**config.mk**
```make
export PLATFORM = sky130hd
export DESIGN_NAME = irqc_ctrl
export DESIGN_NICKNAME = d
export VERILOG_FILES = /design/src/irqc_ctrl.v
export VERILOG_INCLUDE_DIRS = /design/src
export SDC_FILE = /design/constraint.sdc
export NUM_CORES = 1
export LEC_CHECK = 0
export BUFFER_PORTS_ARGS = -buffer_cell sky130_fd_sc_hd__buf_2
export CAP_MARGIN = 20
export CORE_ASPECT_RATIO = 2
export CORE_MARGIN = 4
export CORE_UTILIZATION = 45
export DETAILED_ROUTE_END_ITERATION = 12
export PLACE_DENSITY_LB_ADDON = 0.2
export SYNTH_ARGS = -nofsm -noshare
export SYNTH_HDL_FRONTEND = slang
export SYNTH_SLANG_ARGS = --single-unit
```
**constraint.sdc**
```tcl
create_clock -name pclk -period 9.1 [get_ports pclk]
set_input_delay 0.455 -clock pclk [delete_from_list [all_inputs] [get_ports pclk]]
set_output_delay 0.455 -clock pclk [all_outputs]
set_load 0.01 [all_outputs]
```
**src/irqc_defs.vh**
```
// constants for the interrupt priority controller
`ifndef IRQC_DEFS_VH
`define IRQC_DEFS_VH

// register indices as printed; byte address is four times the index
`define IRQC_IDX_ENABLE      8'hA8
`define IRQC_IDX_PRIO_LOW    8'hB8
`define IRQC_IDX_PRIO_HIGH   8'hB7
`define IRQC_IDX_FLAGS       8'hC0
`define IRQC_IDX_STATUS      8'hC1
`define IRQC_ADDR_W          12
`define IRQC_ADDR_ENABLE     12'h2A0
`define IRQC_ADDR_PRIO_LOW   12'h2E0
`define IRQC_ADDR_PRIO_HIGH  12'h2DC
`define IRQC_ADDR_FLAGS      12'h300
`define IRQC_ADDR_STATUS     12'h304

`define IRQC_NSRC            6
`define IRQC_NLVL            4
`define IRQC_RST8            8'h00
`define IRQC_RST6            6'h00
`define IRQC_RST10           10'h000
`define IRQC_RST4            4'h0

// enable register layout
`define IRQC_EN_GATE_BIT     7
`define IRQC_EN_SRC_MSB      5

// source indices, also the polling order and bit order
`define IRQC_SRC_EXT0        0
`define IRQC_SRC_TMR0        1
`define IRQC_SRC_EXT1        2
`define IRQC_SRC_TMR1        3
`define IRQC_SRC_SER         4
`define IRQC_SRC_TMR2        5

// flag register layout (software view)
`define IRQC_FL_EXT0_TYPE    0
`define IRQC_FL_EXT1_TYPE    1
`define IRQC_FL_EXT0_REQ     2
`define IRQC_FL_EXT1_REQ     3
`define IRQC_FL_TMR0_OVF     4
`define IRQC_FL_TMR1_OVF     5
`define IRQC_FL_TMR2_OVF     6
`define IRQC_FL_TMR2_EXT     7
`define IRQC_FL_RX_DONE      8
`define IRQC_FL_TX_DONE      9
`define IRQC_FL_W            10

// vector table
`define IRQC_VEC_RESET       16'h0000
`define IRQC_VEC_BASE        16'h0003
`define IRQC_VEC_STRIDE_SH   3

`endif

```
**src/irqc_ctrl.v**
```verilog
// interrupt priority controller with apb register slave and core call interface
//
// Function
// RULE1: six sources, two pins, three timers, serial; each gated by own enable.
// RULE2: global gate bit 7 clear blocks all; set lets each enable decide.
// RULE3: enable bit 7 gate, bit 6 unused, bits 5..0 per source, reset zero.
// RULE4: each source has one of four levels from low and high priority bits.
// RULE5: level is two bits, high register bit is msb; three is highest.
// RULE6: preempt only by strictly higher level; top level never preempted.
// RULE7: higher level wins; ties broken by lower vector address.
// RULE8: vectors 0000, 0003, 000B, 0013, 001B, 0023, 002B hex.
// RULE9: each pin level or edge sensitive by type bit; request held in flag.
// RULE10: pin flag cleared on vectoring only in edge mode; level mode follows pin.
// RULE11: timer 0/1 flags set on rollover (not timer 0 split); cleared on vectoring.
// RULE12: timer 2 and serial requests are ORs of two flags, none cleared on vectoring.
// RULE13: software writes set or clear flags like hardware does.
// RULE14: poll in last instruction cycle using values registered the cycle before.
// RULE15: no call while equal/higher active, return or register write, or flash idle.
// RULE16: after return or enable/priority access, one more instruction runs first; the code blocks on enable/priority writes only, not on reads.
// RULE17: blocked requests are not remembered; each poll is new.
// RULE18: accepted request makes the core insert a four cycle call next.
// RULE19: single interrupt latency above 5 and below 14 cycles.
// RULE20: priority registers use bits 5..0 per source, bits 7..6 unused, reset zero.
// RULE21: track active levels; return releases the highest active level.
`timescale 1ns/10ps
`include "irqc_defs.vh"

module irqc_ctrl (
    input  wire        pclk,
    input  wire        presetn,
    input  wire        psel,
    input  wire        penable,
    input  wire        pwrite,
    input  wire [31:0] paddr,
    input  wire [31:0] pwdata,
    input  wire [3:0]  pstrb,
    output reg  [31:0] prdata,
    output reg         pready,
    output reg         pslverr,
    input  wire        ext_irq_pin0_n,
    input  wire        ext_irq_pin1_n,
    input  wire        timer0_rollover,
    input  wire        timer0_split_mode,
    input  wire        timer1_rollover,
    input  wire        timer2_ovf_set,
    input  wire        timer2_ext_set,
    input  wire        rx_done_set,
    input  wire        tx_done_set,
    input  wire        cpu_last_cycle,
    input  wire        cpu_return_from_irq,
    input  wire        flash_self_program_idle,
    output reg         vector_call,
    output reg  [15:0] vector_addr,
    output reg  [1:0]  service_level,
    output reg         service_active,
    output reg  [9:0]  irq_flags
);

    ////////////////////////////////////////////////////////////////////////////
    // registers and state

    reg  [7:0]  enable_q;
    reg  [5:0]  prio_low_q;
    reg  [5:0]  prio_high_q;
    reg  [9:0]  flag_q;
    reg  [3:0]  active_q;
    reg         blk_q;
    reg  [2:0]  sync0_q;
    reg  [2:0]  sync1_q;
    reg         pin0_q;
    reg         pin1_q;

    wire        apb_acc  = psel & penable & pready;
    wire        apb_wr   = apb_acc & pwrite & pstrb[0];
    wire [11:0] addr_w   = paddr[11:0];
    wire        hit_en   = (addr_w == `IRQC_ADDR_ENABLE);
    wire        hit_pl   = (addr_w == `IRQC_ADDR_PRIO_LOW);
    wire        hit_ph   = (addr_w == `IRQC_ADDR_PRIO_HIGH);
    wire        hit_fl   = (addr_w == `IRQC_ADDR_FLAGS);
    wire        hit_st   = (addr_w == `IRQC_ADDR_STATUS);
    wire        hit_any  = hit_en | hit_pl | hit_ph | hit_fl | hit_st;
    wire        wr_fl_lo = apb_wr & hit_fl;
    wire        wr_fl_hi = apb_acc & pwrite & pstrb[1] & hit_fl;

    ////////////////////////////////////////////////////////////////////////////
    // apb slave: no wait states, pready always from a flop

    always @(posedge pclk or negedge presetn) begin
        if (!presetn) begin
            pready  <= 1'b0;
            pslverr <= 1'b0;
            prdata  <= 32'h0000_0000;
        end else begin
            pready  <= psel & ~penable;
            pslverr <= psel & ~penable & ~hit_any;
            prdata  <= 32'h0000_0000;
            // read data is fetched in the setup cycle so that it stands
            // together with pready for the whole access cycle
            if (psel && !penable && !pwrite) begin
                case (1'b1)
                    hit_en: prdata <= {24'h000000, enable_q};
                    hit_pl: prdata <= {26'h0, prio_low_q};
                    hit_ph: prdata <= {26'h0, prio_high_q};
                    hit_fl: prdata <= {22'h0, flag_q};
                    hit_st: prdata <= {27'h0, blk_q, active_q};
                    default: prdata <= 32'h0000_0000;
                endcase
            end
        end
    end

    // RULE3: enable layout and reset
    // RULE20: priority layout and reset
    always @(posedge pclk or negedge presetn) begin
        if (!presetn) begin
            enable_q    <= `IRQC_RST8;
            prio_low_q  <= `IRQC_RST6;
            prio_high_q <= `IRQC_RST6;
        end else begin
            if (apb_wr && hit_en) begin
                enable_q <= {pwdata[`IRQC_EN_GATE_BIT], 1'b0, pwdata[`IRQC_EN_SRC_MSB:0]};
            end
            if (apb_wr && hit_pl) begin
                prio_low_q <= pwdata[`IRQC_EN_SRC_MSB:0];
            end
            if (apb_wr && hit_ph) begin
                prio_high_q <= pwdata[`IRQC_EN_SRC_MSB:0];
            end
        end
    end

    ////////////////////////////////////////////////////////////////////////////
    // pin synchronisers; the filtered level moves only when stages 2 and 3 agree

    always @(posedge pclk or negedge presetn) begin
        if (!presetn) begin
            sync0_q <= 3'h7;
            sync1_q <= 3'h7;
            pin0_q  <= 1'b1;
            pin1_q  <= 1'b1;
        end else begin
            sync0_q <= {sync0_q[1:0], ext_irq_pin0_n};
            sync1_q <= {sync1_q[1:0], ext_irq_pin1_n};
            if (sync0_q[1] == sync0_q[2]) begin
                pin0_q <= sync0_q[2];
            end
            if (sync1_q[1] == sync1_q[2]) begin
                pin1_q <= sync1_q[2];
            end
        end
    end

    wire fall0 = pin0_q & (sync0_q[1] == sync0_q[2]) & ~sync0_q[2];
    wire fall1 = pin1_q & (sync1_q[1] == sync1_q[2]) & ~sync1_q[2];

    ////////////////////////////////////////////////////////////////////////////
    // request, level and arbitration

    wire [5:0] src_flag;
    wire [5:0] src_req;
    wire [1:0] src_lvl [0:5];

    // RULE12: paired flags ored into one request
    assign src_flag[`IRQC_SRC_EXT0] = flag_q[`IRQC_FL_EXT0_REQ];
    assign src_flag[`IRQC_SRC_TMR0] = flag_q[`IRQC_FL_TMR0_OVF];
    assign src_flag[`IRQC_SRC_EXT1] = flag_q[`IRQC_FL_EXT1_REQ];
    assign src_flag[`IRQC_SRC_TMR1] = flag_q[`IRQC_FL_TMR1_OVF];
    assign src_flag[`IRQC_SRC_SER]  = flag_q[`IRQC_FL_RX_DONE] | flag_q[`IRQC_FL_TX_DONE];
    assign src_flag[`IRQC_SRC_TMR2] = flag_q[`IRQC_FL_TMR2_OVF] | flag_q[`IRQC_FL_TMR2_EXT];

    genvar gi;
    generate
        for (gi = 0; gi < `IRQC_NSRC; gi = gi + 1) begin : g_src
            // RULE1: per source enable
            // RULE2: global gate over all sources
            assign src_req[gi] = enable_q[`IRQC_EN_GATE_BIT] & enable_q[gi] & src_flag[gi];
            // RULE4: level from both priority registers
            // RULE5: high register bit is msb
            assign src_lvl[gi] = {prio_high_q[gi], prio_low_q[gi]};
        end
    endgenerate

    reg        win_vld;
    reg  [2:0] win_idx;
    reg  [1:0] win_lvl;
    integer    k;

    // RULE7: higher level first, lower index breaks ties
    always @* begin
        win_vld = 1'b0;
        win_idx = 3'h0;
        win_lvl = 2'h0;
        for (k = `IRQC_NSRC - 1; k >= 0; k = k - 1) begin
            if (src_req[k] && (!win_vld || src_lvl[k] >= win_lvl)) begin
                win_vld = 1'b1;
                win_idx = k[2:0];
                win_lvl = src_lvl[k];
            end
        end
    end

    // highest level in service, used for preemption
    reg        act_any;
    reg  [1:0] act_lvl;
    // own loop index, so that no variable is driven from two processes
    integer    lvl_i;
    always @* begin
        act_any = |active_q;
        act_lvl = 2'h0;
        for (lvl_i = 0; lvl_i < `IRQC_NLVL; lvl_i = lvl_i + 1) begin
            if (active_q[lvl_i]) begin
                act_lvl = lvl_i[1:0];
            end
        end
    end

    // RULE6: only a strictly higher level preempts
    wire preempt_ok = ~act_any | (win_lvl > act_lvl);

    // RULE16: block marks the instruction that touched enable/priority or returns
    wire blk_now = blk_q | cpu_return_from_irq | (apb_wr & (hit_en | hit_pl | hit_ph));

    // RULE14: polled in the last cycle on registered flags
    // RULE15: three blocking conditions
    // RULE17: no memory of a blocked request
    wire take = cpu_last_cycle & win_vld & preempt_ok & ~blk_now & ~flash_self_program_idle;

    always @(posedge pclk or negedge presetn) begin
        if (!presetn) begin
            blk_q <= 1'b0;
        end else if (cpu_last_cycle) begin
            blk_q <= 1'b0;
        end else begin
            blk_q <= blk_now;
        end
    end

    ////////////////////////////////////////////////////////////////////////////
    // active level stack

    reg [3:0] active_d;
    always @* begin
        active_d = active_q;
        // RULE21: return releases the highest active level
        if (cpu_last_cycle && cpu_return_from_irq && act_any) begin
            active_d[act_lvl] = 1'b0;
        end
        if (take) begin
            active_d[win_lvl] = 1'b1;
        end
    end

    always @(posedge pclk or negedge presetn) begin
        if (!presetn) begin
            active_q <= `IRQC_RST4;
        end else begin
            active_q <= active_d;
        end
    end

    ////////////////////////////////////////////////////////////////////////////
    // request flags; a hardware set beats a software clear in the same cycle

    wire clr_ext0 = take & (win_idx == `IRQC_SRC_EXT0);
    wire clr_tmr0 = take & (win_idx == `IRQC_SRC_TMR0);
    wire clr_ext1 = take & (win_idx == `IRQC_SRC_EXT1);
    wire clr_tmr1 = take & (win_idx == `IRQC_SRC_TMR1);

    reg [9:0] flag_d;
    always @* begin
        flag_d = flag_q;
        // RULE13: software writes act like hardware updates
        if (wr_fl_lo) begin
            flag_d[7:0] = pwdata[7:0];
        end
        if (wr_fl_hi) begin
            flag_d[9:8] = pwdata[9:8];
        end
        // RULE9: type bit picks level or edge
        // RULE10: edge flag cleared on vectoring, level flag follows pin
        if (flag_q[`IRQC_FL_EXT0_TYPE]) begin
            if (clr_ext0) begin
                flag_d[`IRQC_FL_EXT0_REQ] = 1'b0;
            end
            // a new edge in the vectoring cycle is kept, not lost
            if (fall0) begin
                flag_d[`IRQC_FL_EXT0_REQ] = 1'b1;
            end
        end else begin
            flag_d[`IRQC_FL_EXT0_REQ] = ~pin0_q;
        end
        if (flag_q[`IRQC_FL_EXT1_TYPE]) begin
            if (clr_ext1) begin
                flag_d[`IRQC_FL_EXT1_REQ] = 1'b0;
            end
            if (fall1) begin
                flag_d[`IRQC_FL_EXT1_REQ] = 1'b1;
            end
        end else begin
            flag_d[`IRQC_FL_EXT1_REQ] = ~pin1_q;
        end
        // RULE11: rollover sets, vectoring clears; split timer 0 does not set
        if (clr_tmr0) begin
            flag_d[`IRQC_FL_TMR0_OVF] = 1'b0;
        end
        if (timer0_rollover && !timer0_split_mode) begin
            flag_d[`IRQC_FL_TMR0_OVF] = 1'b1;
        end
        if (clr_tmr1) begin
            flag_d[`IRQC_FL_TMR1_OVF] = 1'b0;
        end
        if (timer1_rollover) begin
            flag_d[`IRQC_FL_TMR1_OVF] = 1'b1;
        end
        // RULE12: these four are only cleared by software
        if (timer2_ovf_set) begin
            flag_d[`IRQC_FL_TMR2_OVF] = 1'b1;
        end
        if (timer2_ext_set) begin
            flag_d[`IRQC_FL_TMR2_EXT] = 1'b1;
        end
        if (rx_done_set) begin
            flag_d[`IRQC_FL_RX_DONE] = 1'b1;
        end
        if (tx_done_set) begin
            flag_d[`IRQC_FL_TX_DONE] = 1'b1;
        end
    end

    always @(posedge pclk or negedge presetn) begin
        if (!presetn) begin
            flag_q <= `IRQC_RST10;
        end else begin
            flag_q <= flag_d;
        end
    end

    ////////////////////////////////////////////////////////////////////////////
    // core call interface; the core turns the pulse into its four cycle call

    always @(posedge pclk or negedge presetn) begin
        if (!presetn) begin
            vector_call    <= 1'b0;
            vector_addr    <= `IRQC_VEC_RESET;
            service_level  <= 2'h0;
            service_active <= 1'b0;
            irq_flags      <= `IRQC_RST10;
        end else begin
            // RULE18: one pulse asks for the inserted call
            // RULE19: issued the cycle after the poll so latency stays in range
            vector_call <= take;
            if (take) begin
                // RULE8: base plus eight per source
                vector_addr <= `IRQC_VEC_BASE + ({13'h0, win_idx} << `IRQC_VEC_STRIDE_SH);
            end
            service_level  <= act_lvl_d(active_d);
            service_active <= |active_d;
            irq_flags      <= flag_d;
        end
    end

    function [1:0] act_lvl_d;
        input [3:0] a;
        integer j;
        begin
            act_lvl_d = 2'h0;
            for (j = 0; j < `IRQC_NLVL; j = j + 1) begin
                if (a[j]) act_lvl_d = j[1:0];
            end
        end
    endfunction

endmodule // irqc_ctrl

```
---- Word-level counts from Yosys, hierarchy flattened ----
Cells that the tools add are included.
Widths: inputs -> output; s select.
word-level totals
  register bits ........................... 96
  input port bits ......................... 85
  output and inout port bits .............. 64
  logic and storage cells ................. 193
cells by class
  add/subtract/negate cells ............... 1
  order comparisons ....................... 10
  eq/ne operators ......................... 12
  multiplexer cells ....................... 53
  bitwise logic cells ..................... 55
  reduce and logical (&&, ||, !) cells .... 37
operator list
  kind                  number
  $mux 32               5
  $eq 12x10->1 const B  5
  $and 1x1->1           34
  $mux 1                25
  $mux 2                11
  $mux 3                6
  $logic_and 1x1->1     15
  $ge 2x2->1            5
  $not 1->1             9
  $or 1x1->1            9
  $logic_not 1->1       8
  $mux 4                2
  $mux 8                1
  $ne 4x1->1 const B    2
  $reduce_bool 2->1     4
  $reduce_or 4->1       2
  $add 2x6->7 const A   1
  $eq 3x2->1 const B    2
  $lt 2x3->1 const B    2
  $reduce_bool 3->1     2
  $logic_or 1x1->1      5
  $mux 5                1
  $and 4x4->4           1
  $demux 1 s2           2
  other kinds (7)       9

---- Depth between registers and ports, before layout ----
  depth in word-level cells ............... 32
  mapped depth ............................ 43
  depth with buffers taken out ............ 41

---- Worst setup path before layout ----
OpenSTA, ideal clock, no wires.
  path kind ............................... reg2reg
  start point ............................. register irq_flags[7] (netlist name)
  end point ............................... register irq_flags[5]
  library setup time ...................... 0.129 ns
  data arrival time ....................... 7.857 ns
  required time ........................... 8.971 ns
  slack ................................... 1.114 ns
  stages on the path, launching flop included .. 40
  path buffers ............................ 1
  period minus slack after synthesis ...... 7.986 ns
  path through ............................ dfrtp_1 o211a_1 and2_1 ha_1 nand2b_1 a21o_1 o21a_1 a22o_1 ha_1 nand2b_1 a221oi_2 nor2_1 a221oi_2 nor2_1 ha_1 nand2b_1 a21oi_1 a21oi_4 (+4 left out) a21o_1 mux2_2 ha_1 nand2b_1 a21oi_1 a2bb2oi_2 mux2i_1 a21oi_4 ha_1 nor2b_1 o21ai_0 o41ai_1 nand4b_1 or4_4 buf_6 nand2b_4 nor4b_1 o21bai_1
RTL lines
  item                  RTL line         source
  to (signal assigned)  irqc_ctrl.v:347  irq_flags <= `IRQC_RST10;
  to (signal assigned)  irqc_ctrl.v:358  irq_flags <= flag_d;
  to (decl)             irqc_ctrl.v:56   output reg [9:0] irq_flags

==> impl_metrics.ini <==
[routing]
drt.antenna.violating_nets = 0
initialDrtViolationCount = 131
dr_total_vias = 2763
drt-pass1-iter-count = 4
wl_mm = 8.61
drt_drc_violations_left = 0
wl_per_cell_um = 16.7
vias_per_inst = 5.37

[floorplan]
die_height_um = 134
ios = 149
chipWidth_um = 71.2
floorplan.rows = 45
full_die_area_um2 = 9580
starting_utilization_of_the_core_area_pct = 46.7
placeableCoreArea_um2 = 7710

[setup_path]
cp_max_fo = 11
critical-path-max-stage-delay_ps = 540
critPathArrivalTime_ps = 8820
critical_path.most_common_cell = ha_1
worstReg2RegEnd = irq_flags[5]
worst_reg_to_reg_cells = 38
critPathRequiredTime_ps = 9310
cp-end-kind = flip-flop
setup.worst_path.class = reg2reg
worst-r2r-setup-slack_ps = 490
critical_path.reg2reg.startpoint = irq_flags[7]
setup.worst_path.start_class = flip-flop
slowest_stage = or4_4

[yosys]
synthesis.instances = 338
synth_edf_count = 0
synth.yosys.warnings = 0
synth_top_cells_by_area = dfrtp_1 38%, buf_4 7.5%, mux2_2 7.2%
synth_cell_type_count = 60
netlist_area_um2 = 3600
asyncSetResetFlopFracSynth_pct = 100
most_used_flip_flop_cell_after_synthesis = dfrtp_1
synth.yosys.seq_area_share_pct = 43.4
netlist.top_cell.by_area = dfrtp_1
post-synth-top-area-fraction_pct = 37.6
synth.ff_latch_count = 62
avgSynthCellArea_um2 = 10.6

[timing]
clock.fmax_ghz = 0.116
timing.max_slew.rel_slack_pct = 38.7
final_hold_slack_ps = 217
hold_viol_final = 0
period_share_pct = 94.6
finalSetupViolCount = 0
worst_slew_pin_slew_ps = 912
post_layout_minimum_cycle_time_ps = 8610
clock-skew-final_ps = 3.34
slew_viol_final = 0
grt_setup_unrepaired = no
totalNegativeSetupSlack_ps = 0

[final_layout]
final_cell_mix = 71 x buf_2, 54 x dfrtp_1, 33 x conb_1
antenna_cells_inserted = 0
layout.nets = 513
flip_flop_and_latch_area_um2 = 1560
num-fill-cells = 683
stdcell_count = 515
area_delta_synth_final_pct = 17.4
drive_above_1_share_pct = 34.2
multi_input_comb_area_um2 = 1830
final_common_cell = buf_2

[clocking]
max-clock-path-buffers = 2
cts.sinks = 62
cts_root_buf = clkbuf_16
tritoncts.num_buffers = 9
insertion_delay_ps = 330
htreeDepth = 3
tritoncts = yes
clkSlewWorstSetupHoldPaths_ps = 50

[placed_design]
placed_cells_incl_taps = 498
io_buffer_count = 71
routabilityCongestion = 0.874
dpl.hpwl_mm = 6.75

[power]
power_frac_comb_pct = 5.5
power.switching_fraction_pct = 21.9
power.share.sequential_pct = 44.3
clock_power_share_pct = 50.3
ir_worst_vdd_mv = 0.114
internal_power_contribution_w = 0.000503
power_leakage_nw = 2.07
power_switching_w = 0.000142
power.density_nw_per_um2 = 153

[job]
maxCapViolations = 0

[run_status]
status = finished, final reports clean

[hold_path]
hold_class = in2reg
holdCritStartpoint = ext_irq_pin0_n
holdPathStages = 1
hold_path_end = sync0_q[0]

[global_route]
globalRouteTotalUtil_pct = 18.7
grt_antenna_before_repair = 0
grt_overflow = 0
grt_first_pass_wirelength_mm = 13.5
grt_max_degree = 63
vias_in_the_first_global_route = 2678
state kept, by name, summed over array words and instances, names as in the netlist:
register / flops
irq_flags: 10
prdata: 10
enable_q: 7
prio_high_q: 6
prio_low_q: 6
active_q: 4
vector_addr: 4
sync0_q: 3
sync1_q: 3
service_level: 2
blk_q: 1
pin0_q: 1
pin1_q: 1
pready: 1
pslverr: 1
service_active: 1
vector_call: 1
Yosys cell counts (3+ instances only):
cell / n
a211o_1: 6
a21o_1: 5
a21oi_1: 12
and2_1: 3
and3_1: 4
buf_4: 36
dfrtp_1: 54
dfstp_2: 8
ha_1: 12
inv_1: 8
mux2_2: 23
mux2i_1: 12
nand2_1: 18
nand2b_1: 10
nand3_1: 10
nor2_1: 29
nor2b_1: 11
nor3_1: 4
o21a_1: 4
o21ai_0: 6
o22ai_1: 6
o31ai_2: 3
logic make-up (layout without fill, tap and decap cells):
family | count (synthesis) | after routing | synth area share, %
simple gates | 108 | 108 | 16.3
compound gates | 68 | 68 | 15.6
flops | 62 | 62 | 43.4
buf+inv | 51 | 102 | 9.56
mux | 35 | 35 | 10.5
fa+ha+maj | 13 | 13 | 4.45
other cells | 1 | 33 | 0.104
cell type report:
type	count	share of cell area (%)
clock buffer	11	5.51
multi-input combinational	257	43.3
inverter	9	0.800
timing repair buffer	77	9.48
clock inverter	5	1.19
tap	94	2.79
sequential	62	37.0
through the flow:
stage	utilization (%)	instance area (µm²)	total power, W	worst slack, ps
after global placement	50.8	3920	0.000324	387
after global routing	54.7	4220	0.000666	11.1
after detailed placement	50.8	3920	0.000325	255
after floorplan	-	3720	0.000315	1110
final	54.7	4220	0.000645	488
after CTS	54.5	4200	0.000651	233
power by group through the flow:
stage	clock (W)	combinational, W	sequential, W
floorplan	0	0.0000255	0.000290
global placement	0	0.0000344	0.000290
detailed placement	0	0.0000354	0.000290
CTS	0.000330	0.0000355	0.000286
global route	0.000340	0.0000396	0.000286
finish	0.000324	0.0000352	0.000286
per-layer routing:
layer	track usage [%]	share of wire, %
met4	11.3	3.1
met3	2.53	5.2
met2	34.8	57
met5	0	0
met1	19.1	35
worst max-delay path by stage:
stage                       startpoint            to  slack [ps]
after CTS                 irq_flags[7]  irq_flags[5]         230
after floorplan           irq_flags[7]  irq_flags[5]        1110
after global routing      irq_flags[7]  irq_flags[5]          10
after detailed placement  irq_flags[7]  irq_flags[5]         260
final                     irq_flags[7]  irq_flags[5]         490
after global placement    irq_flags[7]  irq_flags[5]         390
critical path: cells and delay by family (launching register included):
family | cells | cell delay, ps
compound gates | 17 | 3260
mux | 2 | 710
fa+ha+maj | 6 | 1640
simple gates | 13 | 2400
flops | 1 | 450
timing repair:
item / 4_1_cts / 5_1_grt
buffers inserted: 0 / 1
hold buffers: 0 / 0
setup endpoints to repair: 0 / 7
resized for setup: 0 / 3
(Power assumes the default switching activity.)
